<file path="config.mk">
export PLATFORM = sky130hd
export DESIGN_NAME = tmr_chan
export DESIGN_NICKNAME = d
export VERILOG_FILES = /design/src/hw/tmr_chan_pkg.sv /design/src/hw/tmr_chan.sv
export SDC_FILE = /design/constraint.sdc
export NUM_CORES = 1
export LEC_CHECK = 0
export BUFFER_PORTS_ARGS = -buffer_cell sky130_fd_sc_hd__buf_2
export CELL_PAD_IN_SITES_DETAIL_PLACEMENT = 0
export CELL_PAD_IN_SITES_GLOBAL_PLACEMENT = 1
export CORE_MARGIN = 3
export CORE_UTILIZATION = 47
export DETAILED_ROUTE_END_ITERATION = 6
export GPL_ROUTABILITY_DRIVEN = 0
export PLACE_DENSITY_LB_ADDON = 0.1
export RECOVER_POWER = 100
export SLEW_MARGIN = 20
export SYNTH_ARGS = -nofsm -noshare
export SYNTH_HDL_FRONTEND = slang
export SYNTH_SLANG_ARGS = --single-unit
</file>
<file path="constraint.sdc">
create_clock -name mclk -period 5.3 [get_ports mclk]
set_input_delay 0 -clock mclk [delete_from_list [all_inputs] [get_ports mclk]]
set_output_delay 0 -clock mclk [all_outputs]
set_load 0.005 [all_outputs]
</file>
<file path="src/hw/tmr_chan_pkg.sv">
// Register map, field layout and constants of the multimode timer channel
package tmr_chan_pkg;

  localparam int ADDR_W = 4;
  localparam int CNT_W = 16;

  // Byte offsets of the word registers
  localparam logic [ADDR_W-1:0] OFS_COUNT = 4'h0;
  localparam logic [ADDR_W-1:0] OFS_MODE = 4'h4;
  localparam logic [ADDR_W-1:0] OFS_CTRL = 4'h8;
  localparam logic [ADDR_W-1:0] OFS_STAT = 4'hc;

  // channel_mode_register fields
  localparam int MD_MODE_LSB = 0;
  localparam int MD_GATE_EN = 2;
  localparam int MD_GATE_LVL = 3;
  localparam int MD_PULSE_EN = 4;
  localparam int MD_INVERT = 5;
  localparam int MD_UP = 6;
  localparam int MD_FREE = 7;
  localparam int MD_TWO_PH = 8;
  localparam int MD_MUL4 = 9;
  localparam int MD_SRC_LSB = 10;
  localparam int MD_EDGE_LSB = 12;
  localparam int MD_W = 14;

  // count_start_register / one_shot_start_register / ext_int2_control_register bits
  localparam int CT_RUN = 0;
  localparam int CT_OS_START = 1;
  localparam int CT_ZEN = 2;
  localparam int CT_ZSENSE = 3;

  // Status bits
  localparam int ST_ACTIVE = 0;
  localparam int ST_OUT = 1;
  localparam int ST_ZPEND = 2;

  localparam logic [CNT_W-1:0] CNT_RESET = 16'h0000;
  localparam logic [CNT_W-1:0] CNT_MAX = 16'hffff;
  localparam logic [MD_W-1:0] MODE_RESET = 14'h0000;

  typedef enum logic [1:0] {
    MODE_TIMER = 2'b00,
    MODE_EVENT = 2'b01,
    MODE_ONESHOT = 2'b11,
    MODE_RSVD = 2'b10
  } mode_t;

  typedef enum logic [1:0] {
    SRC_PIN = 2'b00,
    SRC_B2 = 2'b01,
    SRC_PREV = 2'b11,
    SRC_NEXT = 2'b10
  } src_t;

  typedef enum logic [1:0] {
    EDGE_FALL = 2'b00,
    EDGE_RISE = 2'b01,
    EDGE_BOTH = 2'b11,
    EDGE_NONE = 2'b10
  } edge_t;

endpackage

</file>
<file path="src/hw/tmr_chan.sv">
// One channel of the multimode 16-bit timer group with its Avalon-MM register slave
//
// Functional notes
// - Timer mode counts internal ticks down, reloads on underflow, requests interrupt.
// - Counting happens only while the run flag is 1.
// - Count write: stopped loads counter and reload, running only reload; read is live.
// - Timer gate: input pin level starts and stops counting.
// - Pulse output toggles on underflow, low when stopped, high when inverted.
// - Event source: pin edge, second-group timer 2, previous or next channel.
// - Event direction by software; overflow or underflow requests interrupt.
// - Free-run wraps on overflow or underflow without reloading.
// - Two-phase on channels 2-4; 2 normal, 4 multiply-by-4, 3 selectable.
// - Normal two-phase: output pin high, input rise up, input fall down.
// - Multiply-by-4 counts every edge of both pins with quadrature direction.
// - Z-phase clear only on channel 3, two-phase, free-run, multiply-by-4.
// - Z-phase edge sense follows the edge sense select flag.
// - After a Z edge the count clears to 0 at the next count timing.
// - Z clear coinciding with over/underflow gives two interrupt requests back to back.
// - One-shot counts down, at zero requests interrupt, reloads, stops; trigger restarts.
// - One-shot lasts setting ticks; a setting of 0000h stays idle.
// - One-shot starts on run and a trigger: pin, timers, or start flag.
// - One-shot write loads counter until first tick after start, then reload only.
// - One-shot pulse output high while counting, low otherwise, invertible.
//
// Added by the designer: register access over Avalon-MM and the register offsets.
`timescale 1ns/100ps
module tmr_chan #(
  parameter int CHANNEL = 0
) (
  // Clock and reset
  input wire logic mclk,
  input wire logic reset_n,
  // Avalon-MM slave
  input wire logic [tmr_chan_pkg::ADDR_W-1:0] address,
  input wire logic read,
  input wire logic write,
  input wire logic [3:0] byteenable,
  input wire logic [31:0] writedata,
  output logic [31:0] readdata,
  output logic waitrequest,
  // Count sources, same clock domain, one-cycle pulses
  input wire logic count_tick,
  input wire logic b2_event,
  input wire logic prev_event,
  input wire logic next_event,
  // Pins
  input wire logic channel_input_pin,
  input wire logic channel_output_pin_i,
  output logic channel_output_pin_o,
  output logic channel_output_pin_oe_n,
  input wire logic zphase_input_pin,
  // Events
  output logic wrap_event,
  output logic irq_req
);
  import tmr_chan_pkg::*;

  typedef struct packed {
    logic ack;
    logic [31:0] rdata;
    logic [CNT_W-1:0] cnt;
    logic [CNT_W-1:0] reload;
    logic [MD_W-1:0] mode_reg;
    logic run;
    logic zen;
    logic zsense;
    logic tog;
    logic active;
    logic first_seen;
    logic zpend;
    logic out;
    logic wrap;
    logic irq;
    logic irq2;
    logic in_s1;
    logic in_s2;
    logic in_d;
    logic op_s1;
    logic op_s2;
    logic op_d;
    logic z_s1;
    logic z_s2;
    logic z_d;
  } state_t;

  localparam state_t ST_RESET = '{
    ack: 1'b0, rdata: 32'h0000_0000, cnt: CNT_RESET, reload: CNT_RESET,
    mode_reg: MODE_RESET, default: 1'b0};

  if (CHANNEL < 0 || CHANNEL > 4) begin : g_bad_channel
    $error("CHANNEL must be 0 to 4");
  end

  function automatic logic edge_hit(input logic rise, input logic fall, input edge_t sel);
    edge_hit = (rise && sel[0]) || (fall && (sel == EDGE_FALL || sel == EDGE_BOTH));
  endfunction

  function automatic logic [CNT_W-1:0] merge16(input logic [CNT_W-1:0] old,
                                             input logic [31:0] data,
                                             input logic [3:0] be);
    merge16 = {be[1] ? data[15:8] : old[15:8], be[0] ? data[7:0] : old[7:0]};
  endfunction

  state_t st_ff;
  state_t nxt_st;

  mode_t mode;
  src_t src;
  logic in_rise, in_fall, op_rise, op_fall, z_rise, z_fall;
  logic two_ph, mul4_eff, zclr_ok;
  logic ev_hit, ev_up, q_up;
  logic gate_ok, trigger, os_start_wr, cnt_wr, wrap_now, boundary;
  logic [CNT_W-1:0] wr_val;

  assign mode = mode_t'(st_ff.mode_reg[MD_MODE_LSB +: 2]);
  assign src = src_t'(st_ff.mode_reg[MD_SRC_LSB +: 2]);
  assign in_rise = st_ff.in_s2 && !st_ff.in_d;
  assign in_fall = !st_ff.in_s2 && st_ff.in_d;
  assign op_rise = st_ff.op_s2 && !st_ff.op_d;
  assign op_fall = !st_ff.op_s2 && st_ff.op_d;
  assign z_rise = st_ff.z_s2 && !st_ff.z_d;
  assign z_fall = !st_ff.z_s2 && st_ff.z_d;

  // Two-phase exists on channels 2 to 4; processing kind is fixed except on 3
  assign two_ph = (CHANNEL >= 2) && st_ff.mode_reg[MD_TWO_PH] && (mode == MODE_EVENT);
  assign mul4_eff = (CHANNEL == 4) || ((CHANNEL == 3) && st_ff.mode_reg[MD_MUL4]);
  assign zclr_ok = (CHANNEL == 3) && two_ph && mul4_eff && st_ff.mode_reg[MD_FREE]
                   && st_ff.zen;
  assign q_up = mul4_eff ? (st_ff.in_s2 ~^ st_ff.op_d) : in_rise;

  always_comb begin
    ev_hit = 1'b0;
    ev_up = st_ff.mode_reg[MD_UP];
    if (two_ph) begin
      if (mul4_eff) begin
        ev_hit = (in_rise || in_fall) ^ (op_rise || op_fall);
      end else begin
        ev_hit = st_ff.op_s2 && (in_rise || in_fall);
      end
      ev_up = q_up;
    end else begin
      case (src)
        SRC_PIN: ev_hit = edge_hit(in_rise, in_fall,
                                   edge_t'(st_ff.mode_reg[MD_EDGE_LSB +: 2]));
        SRC_B2: ev_hit = b2_event;
        SRC_PREV: ev_hit = prev_event;
        SRC_NEXT: ev_hit = next_event;
        default: ev_hit = 1'b0;
      endcase
    end
  end

  assign gate_ok = !st_ff.mode_reg[MD_GATE_EN]
                   || (st_ff.in_s2 == st_ff.mode_reg[MD_GATE_LVL]);
  assign os_start_wr = write && st_ff.ack && (address == OFS_CTRL) && byteenable[0]
                       && writedata[CT_OS_START];
  assign trigger = ev_hit || os_start_wr;
  assign cnt_wr = write && st_ff.ack && (address == OFS_COUNT);
  assign wr_val = merge16(st_ff.reload, writedata, byteenable);
  assign boundary = ev_up ? (st_ff.cnt == CNT_MAX) : (st_ff.cnt == CNT_RESET);

  always_comb begin
    nxt_st = st_ff;
    wrap_now = 1'b0;
    nxt_st.wrap = 1'b0;
    // A pending second request goes out the cycle after the first
    nxt_st.irq = st_ff.irq2;
    nxt_st.irq2 = 1'b0;
    nxt_st.in_s1 = channel_input_pin;
    nxt_st.in_s2 = st_ff.in_s1;
    nxt_st.in_d = st_ff.in_s2;
    nxt_st.op_s1 = channel_output_pin_i;
    nxt_st.op_s2 = st_ff.op_s1;
    nxt_st.op_d = st_ff.op_s2;
    nxt_st.z_s1 = zphase_input_pin;
    nxt_st.z_s2 = st_ff.z_s1;
    nxt_st.z_d = st_ff.z_s2;

    // Bus: one wait cycle, then the request is taken
    nxt_st.ack = (read || write) && !st_ff.ack;
    if (read && !st_ff.ack) begin
      case (address)
        OFS_COUNT: nxt_st.rdata = {16'h0000, st_ff.cnt};
        OFS_MODE: nxt_st.rdata = {18'h00000, st_ff.mode_reg};
        OFS_CTRL: nxt_st.rdata = {28'h0000000, st_ff.zsense, st_ff.zen, 1'b0, st_ff.run};
        OFS_STAT: nxt_st.rdata = {29'h00000000, st_ff.zpend, st_ff.out, st_ff.active};
        default: nxt_st.rdata = 32'h0000_0000;
      endcase
    end

    case (mode)
      MODE_TIMER: begin
        if (st_ff.run && count_tick && gate_ok) begin
          if (st_ff.cnt == CNT_RESET) begin
            nxt_st.cnt = st_ff.reload;
            wrap_now = 1'b1;
          end else begin
            nxt_st.cnt = st_ff.cnt - 16'h0001;
          end
        end
      end
      MODE_EVENT: begin
        if (st_ff.run && ev_hit) begin
          if (st_ff.zpend) begin
            // Clear takes this count timing; a coincident wrap asks twice
            nxt_st.cnt = CNT_RESET;
            nxt_st.irq2 = boundary;
            wrap_now = boundary;
          end else if (boundary) begin
            wrap_now = 1'b1;
            if (st_ff.mode_reg[MD_FREE]) begin
              nxt_st.cnt = ev_up ? CNT_RESET : CNT_MAX;
            end else begin
              nxt_st.cnt = st_ff.reload;
            end
          end else begin
            nxt_st.cnt = ev_up ? st_ff.cnt + 16'h0001 : st_ff.cnt - 16'h0001;
          end
        end
      end
      MODE_ONESHOT: begin
        if (st_ff.run && trigger && st_ff.reload != CNT_RESET) begin
          // A trigger while counting restarts from the reload value
          nxt_st.active = 1'b1;
          nxt_st.first_seen = 1'b0;
          nxt_st.cnt = st_ff.reload;
        end else if (st_ff.run && st_ff.active && count_tick) begin
          nxt_st.first_seen = 1'b1;
          if (st_ff.cnt <= 16'h0001) begin
            nxt_st.cnt = st_ff.reload;
            nxt_st.active = 1'b0;
            wrap_now = 1'b1;
          end else begin
            nxt_st.cnt = st_ff.cnt - 16'h0001;
          end
        end
      end
      default: begin
      end
    endcase

    if (wrap_now) begin
      nxt_st.irq = 1'b1;
      nxt_st.wrap = 1'b1;
      nxt_st.tog = !st_ff.tog;
    end

    // Z edge is remembered until the next count timing; a new edge wins over the clear
    if (st_ff.run && ev_hit && st_ff.zpend) begin
      nxt_st.zpend = 1'b0;
    end
    if (zclr_ok && (st_ff.zsense ? z_rise : z_fall)) begin
      nxt_st.zpend = 1'b1;
    end
    if (!zclr_ok) begin
      nxt_st.zpend = 1'b0;
    end

    if (cnt_wr) begin
      nxt_st.reload = wr_val;
      if (!st_ff.run || (mode == MODE_ONESHOT && !(st_ff.active && st_ff.first_seen))) begin
        nxt_st.cnt = wr_val;
      end
    end
    if (write && st_ff.ack && address == OFS_MODE) begin
      if (byteenable[0]) begin
        nxt_st.mode_reg[7:0] = writedata[7:0];
      end
      if (byteenable[1]) begin
        nxt_st.mode_reg[MD_W-1:8] = writedata[MD_W-1:8];
      end
    end
    if (write && st_ff.ack && address == OFS_CTRL && byteenable[0]) begin
      nxt_st.run = writedata[CT_RUN];
      nxt_st.zen = writedata[CT_ZEN];
      nxt_st.zsense = writedata[CT_ZSENSE];
    end

    // Stopping kills the one-shot and parks the toggle low
    if (!nxt_st.run) begin
      nxt_st.active = 1'b0;
      nxt_st.tog = 1'b0;
    end
    if (nxt_st.mode_reg[MD_MODE_LSB +: 2] == MODE_ONESHOT) begin
      nxt_st.out = nxt_st.active ^ nxt_st.mode_reg[MD_INVERT];
    end else begin
      nxt_st.out = nxt_st.tog ^ nxt_st.mode_reg[MD_INVERT];
    end
  end

  always_ff @(posedge mclk or negedge reset_n) begin
    if (!reset_n) begin
      st_ff <= ST_RESET;
    end else begin
      st_ff <= nxt_st;
    end
  end

  assign waitrequest = (read || write) && !st_ff.ack;
  assign readdata = st_ff.rdata;
  assign wrap_event = st_ff.wrap;
  assign irq_req = st_ff.irq;
  assign channel_output_pin_o = st_ff.out;
  // In two-phase mode the output pin is the second encoder input
  assign channel_output_pin_oe_n = !st_ff.mode_reg[MD_PULSE_EN] || two_ph;
endmodule

</file>
==> metrics.md <==
| Metric | Value |
|---|---|
| Status | `complete, but fails checks` |
| Failing checks | `capacitance limit, slew limit` |
| Post-Synthesis Cells | `761` |
| Antenna-violating nets left | `0` |
| Async SR Flop Fraction | `100%` |
| Worst-Margin Slew | `1920 ps` |
| Clock Path Buffers | `2` |
| Die H | `121 µm` |
| Overall global routing resource usage | `30.6%` |
| CP Launch Type | `flip-flop` |
| Number of CTS-inserted buffers | `9` |
| Unrepaired setup endpoints after global routing | `false` |
| Synth warn | `0` |
| CP max stage delay | `1540 ps` |
| Filler Cells Inserted | `1218` |
| HPWL Detailed | `15500 µm` |
| Worst hold start | `address[3]` |
| Setup violations, final | `0` |
| Max frequency | `231 MHz` |
| Synth area leaders | `dfrtp_1, o21ai_0, mux2_2` |
| Worst-path cell chain | `ha_1, nand4_1, nor4_1, a21oi_1, nor2_1, o21ai_0, a41o_1, xor2_1` |
| Fin crit share | `81.5%` |
| Final min period | `4320 ps` |
| Initial Util | `48.7%` |
| Max-cap violations | `1` |
| Root Driver | `clkbuf_16` |
| H-tree depth | `3` |
| Setup_tns | `0 ps` |
| Biggest register | `st_ff` |
| Port-buffer cells | `51` |
| WL final | `22400 µm` |
| Post-synth EDFFs | `0` |
| Largest net degree at the start of global routing | `75` |
| Design Area, Final | `6740 µm²` |
| Rows | `41` |
| CP max stage cell | `nor4_1` |
| Drt initial violations | `837` |
| Die area | `14700 µm²` |
| Antenna diode instance count | `0` |
| Dpl cell area | `6280 µm²` |
| Post-CTS setup buffer count | `0` |
| IO Pins | `88` |
| Hold Path Sink | `readdata[1]` |
| Worst Path Required | `5520 ps` |
| Hold path depth | `3` |
| CP Capture Type | `flip-flop` |
| TritonCTS clock tree | `yes` |
| Maximum VDD drop | `217 µV` |
| Final hold vios | `0` |
| Worst path top cell family by delay | `simple AND/OR/NAND/NOR gates` |
| Vias in the first global route | `6064` |
| Layout cells sized above 1 | `15.9%` |
| Cell area after synthesis | `6240 µm²` |
| Syn Area/Cell | `8.20 µm²` |
| Final Slew Violations | `11` |
| Post-CTS resize count | `0` |
| Static Leak | `0.00271 µW` |
| Antenna violations before repair | `0` |
| Predominant post-synthesis flop cell | `dfrtp_1` |
| Slew margin rel. | `-29.0%` |
| Area Growth Syn to Fin | `7.94%` |
| Die X | `121 µm` |
| Worst hold path type | `primary input to flip-flop` |
| DRC Markers | `0` |
| Crit path DAT | `4540 ps` |
| Crit Path Max Fanout | `15` |
| Part of the Yosys area used for sequential elements | `29.7%` |
| Crit path buf inv count | `0` |
| DR WL/cell | `23.8 µm` |
| CTS Sinks | `74` |
| First-pass GRT wire length | `34800 µm` |
| Area occupied by multi-input gates | `3830 µm²` |
| Total number of vias | `6372` |
| Synth cell types | `86` |
| Post-synth top cells | `dfrtp_1, o21ai_0, nand2_1` |
| Hold_ws | `122 ps` |
| Critical path class | `flip-flop to flip-flop` |
| R2R Path Start | `st_ff[50]` |
| Setup Skew | `7.81 ps` |
| Area of the core | `12800 µm²` |
| Leading area contributor after synthesis | `dfrtp_1` |
| R2r worst-path depth | `8` |
| Flops & latches, synth | `74` |
| Fin nets | `819` |
| Most frequent cell after synthesis | `dfrtp_1` |
| PD cells | `394 nW/µm²` |
| Seq. cell area | `1850 µm²` |
| Vias per cell | `6.77` |
| Overflow after GRT | `0` |
| Post-synth top area share | `29.7%` |
| Worst reg2reg endpoint | `channel_output_pin_o` |
| Worst skew pair latency | `340 ps` |
| Clk slew on worst S/H paths | `60 ps` |
| Pre-antenna DRT Iters | `6` |
| R2R setup slack | `980 ps` |
| Max reg flops | `49` |
[cells by family (layout without fill, tap and decap cells)]
group | Yosys count | after routing | share of synthesized area [%]
compound gates | 263 | 263 | 28.0
xor+xnor | 10 | 10 | 1.40
fa+ha+maj | 4 | 4 | 0.802
buf+inv | 114 | 107 | 9.50
flops | 74 | 74 | 29.7
mux | 52 | 52 | 8.90
other cells | 1 | 16 | 0.0601
simple gates | 243 | 243 | 21.7
[layer usage]
layer | wire length [µm] | up-vias | track usage, %
met5 | 0 | - | 0
met3 | 2300 | 78 | 6.39
met1 | 9040 | 3078 | 41.4
met4 | 862 | 0 | 13.1
li1 | - | 2827 | -
met2 | 10200 | 389 | 47.7
[metrics by stage]
stage | util, % | std cells | total power, µW | setup slack, ps
floorplan | - | 776 | 1730 | 2520
detailed placement | 49.0 | 904 | 2030 | 1810
global route | 52.5 | 941 | 2790 | 835
global placement | 49.0 | 904 | 2010 | 1880
finish | 52.5 | 941 | 2650 | 980
CTS | 52.7 | 940 | 2630 | 1800
[worst max path at each step]
stage / startpoint / endpoint / slack [ps] / cells after the start
after global placement: st_ff[54] / channel_output_pin_o / 1880 / 7
final: st_ff[50] / channel_output_pin_o / 980 / 8
after detailed placement: st_ff[50] / st_ff[58] / 1810 / 9
after global routing: st_ff[50] / st_ff[56] / 830 / 9
after CTS: st_ff[50] / st_ff[58] / 1800 / 9
after floorplan: st_ff[50] / st_ff[58] / 2520 / 11
[layout make-up]
class	instances	share of cell area (%)
Multi-Input combinational cell	588	56.9
Inverter	13	0.725
Tap cell	172	3.20
Clock buffer	10	3.55
Clock inverter	6	0.594
Timing Repair Buffer	78	7.51
Sequential cell	74	27.5
[power breakdown]
part / switching (µW) / internal [µW] / total (µW)
clock: 257 / 331 / 588
combinational: 585 / 430 / 1010
sequential: 391 / 659 / 1050
total: 1230 / 1420 / 2650
[layout by cell type (no fill, tap or decap), drive strengths merged, types with 11 or more instances in the layout]
master,Yosys,final
o21ai,77,77
dfrtp,74,74
nand2,65,65
nor2,51,51
a21oi,50,50
buf,59,48
mux2,28,28
mux2i,24,24
o22ai,22,22
nand3,21,21
dlygate4sd3,0,20
clkbuf,42,20
nor3,18,18
conb,1,16
a22oi,15,15
inv,13,15
nand4,13,13
a31oi,13,13
nor4,13,13
or3,12,12
o211ai,11,11
[worst reg2reg max path, stage by stage, from the launching register on]
cell and delay, ps:
dfrtp_1 710, ha_1 330, nand4_1 110, nor4_1 1540, a21oi_1 630, nor2_1 300
o21ai_0 160, a41o_1 280, xor2_1 140
[repair_timing]
| item | CTS | global route |
|---|---|---|
| endpoints found under the hold margin | 108 | 0 |
| endpoints found under the setup margin | 0 | 0 |
| hold buffers | 20 | 0 |
(Power assumes the default switching activity.)
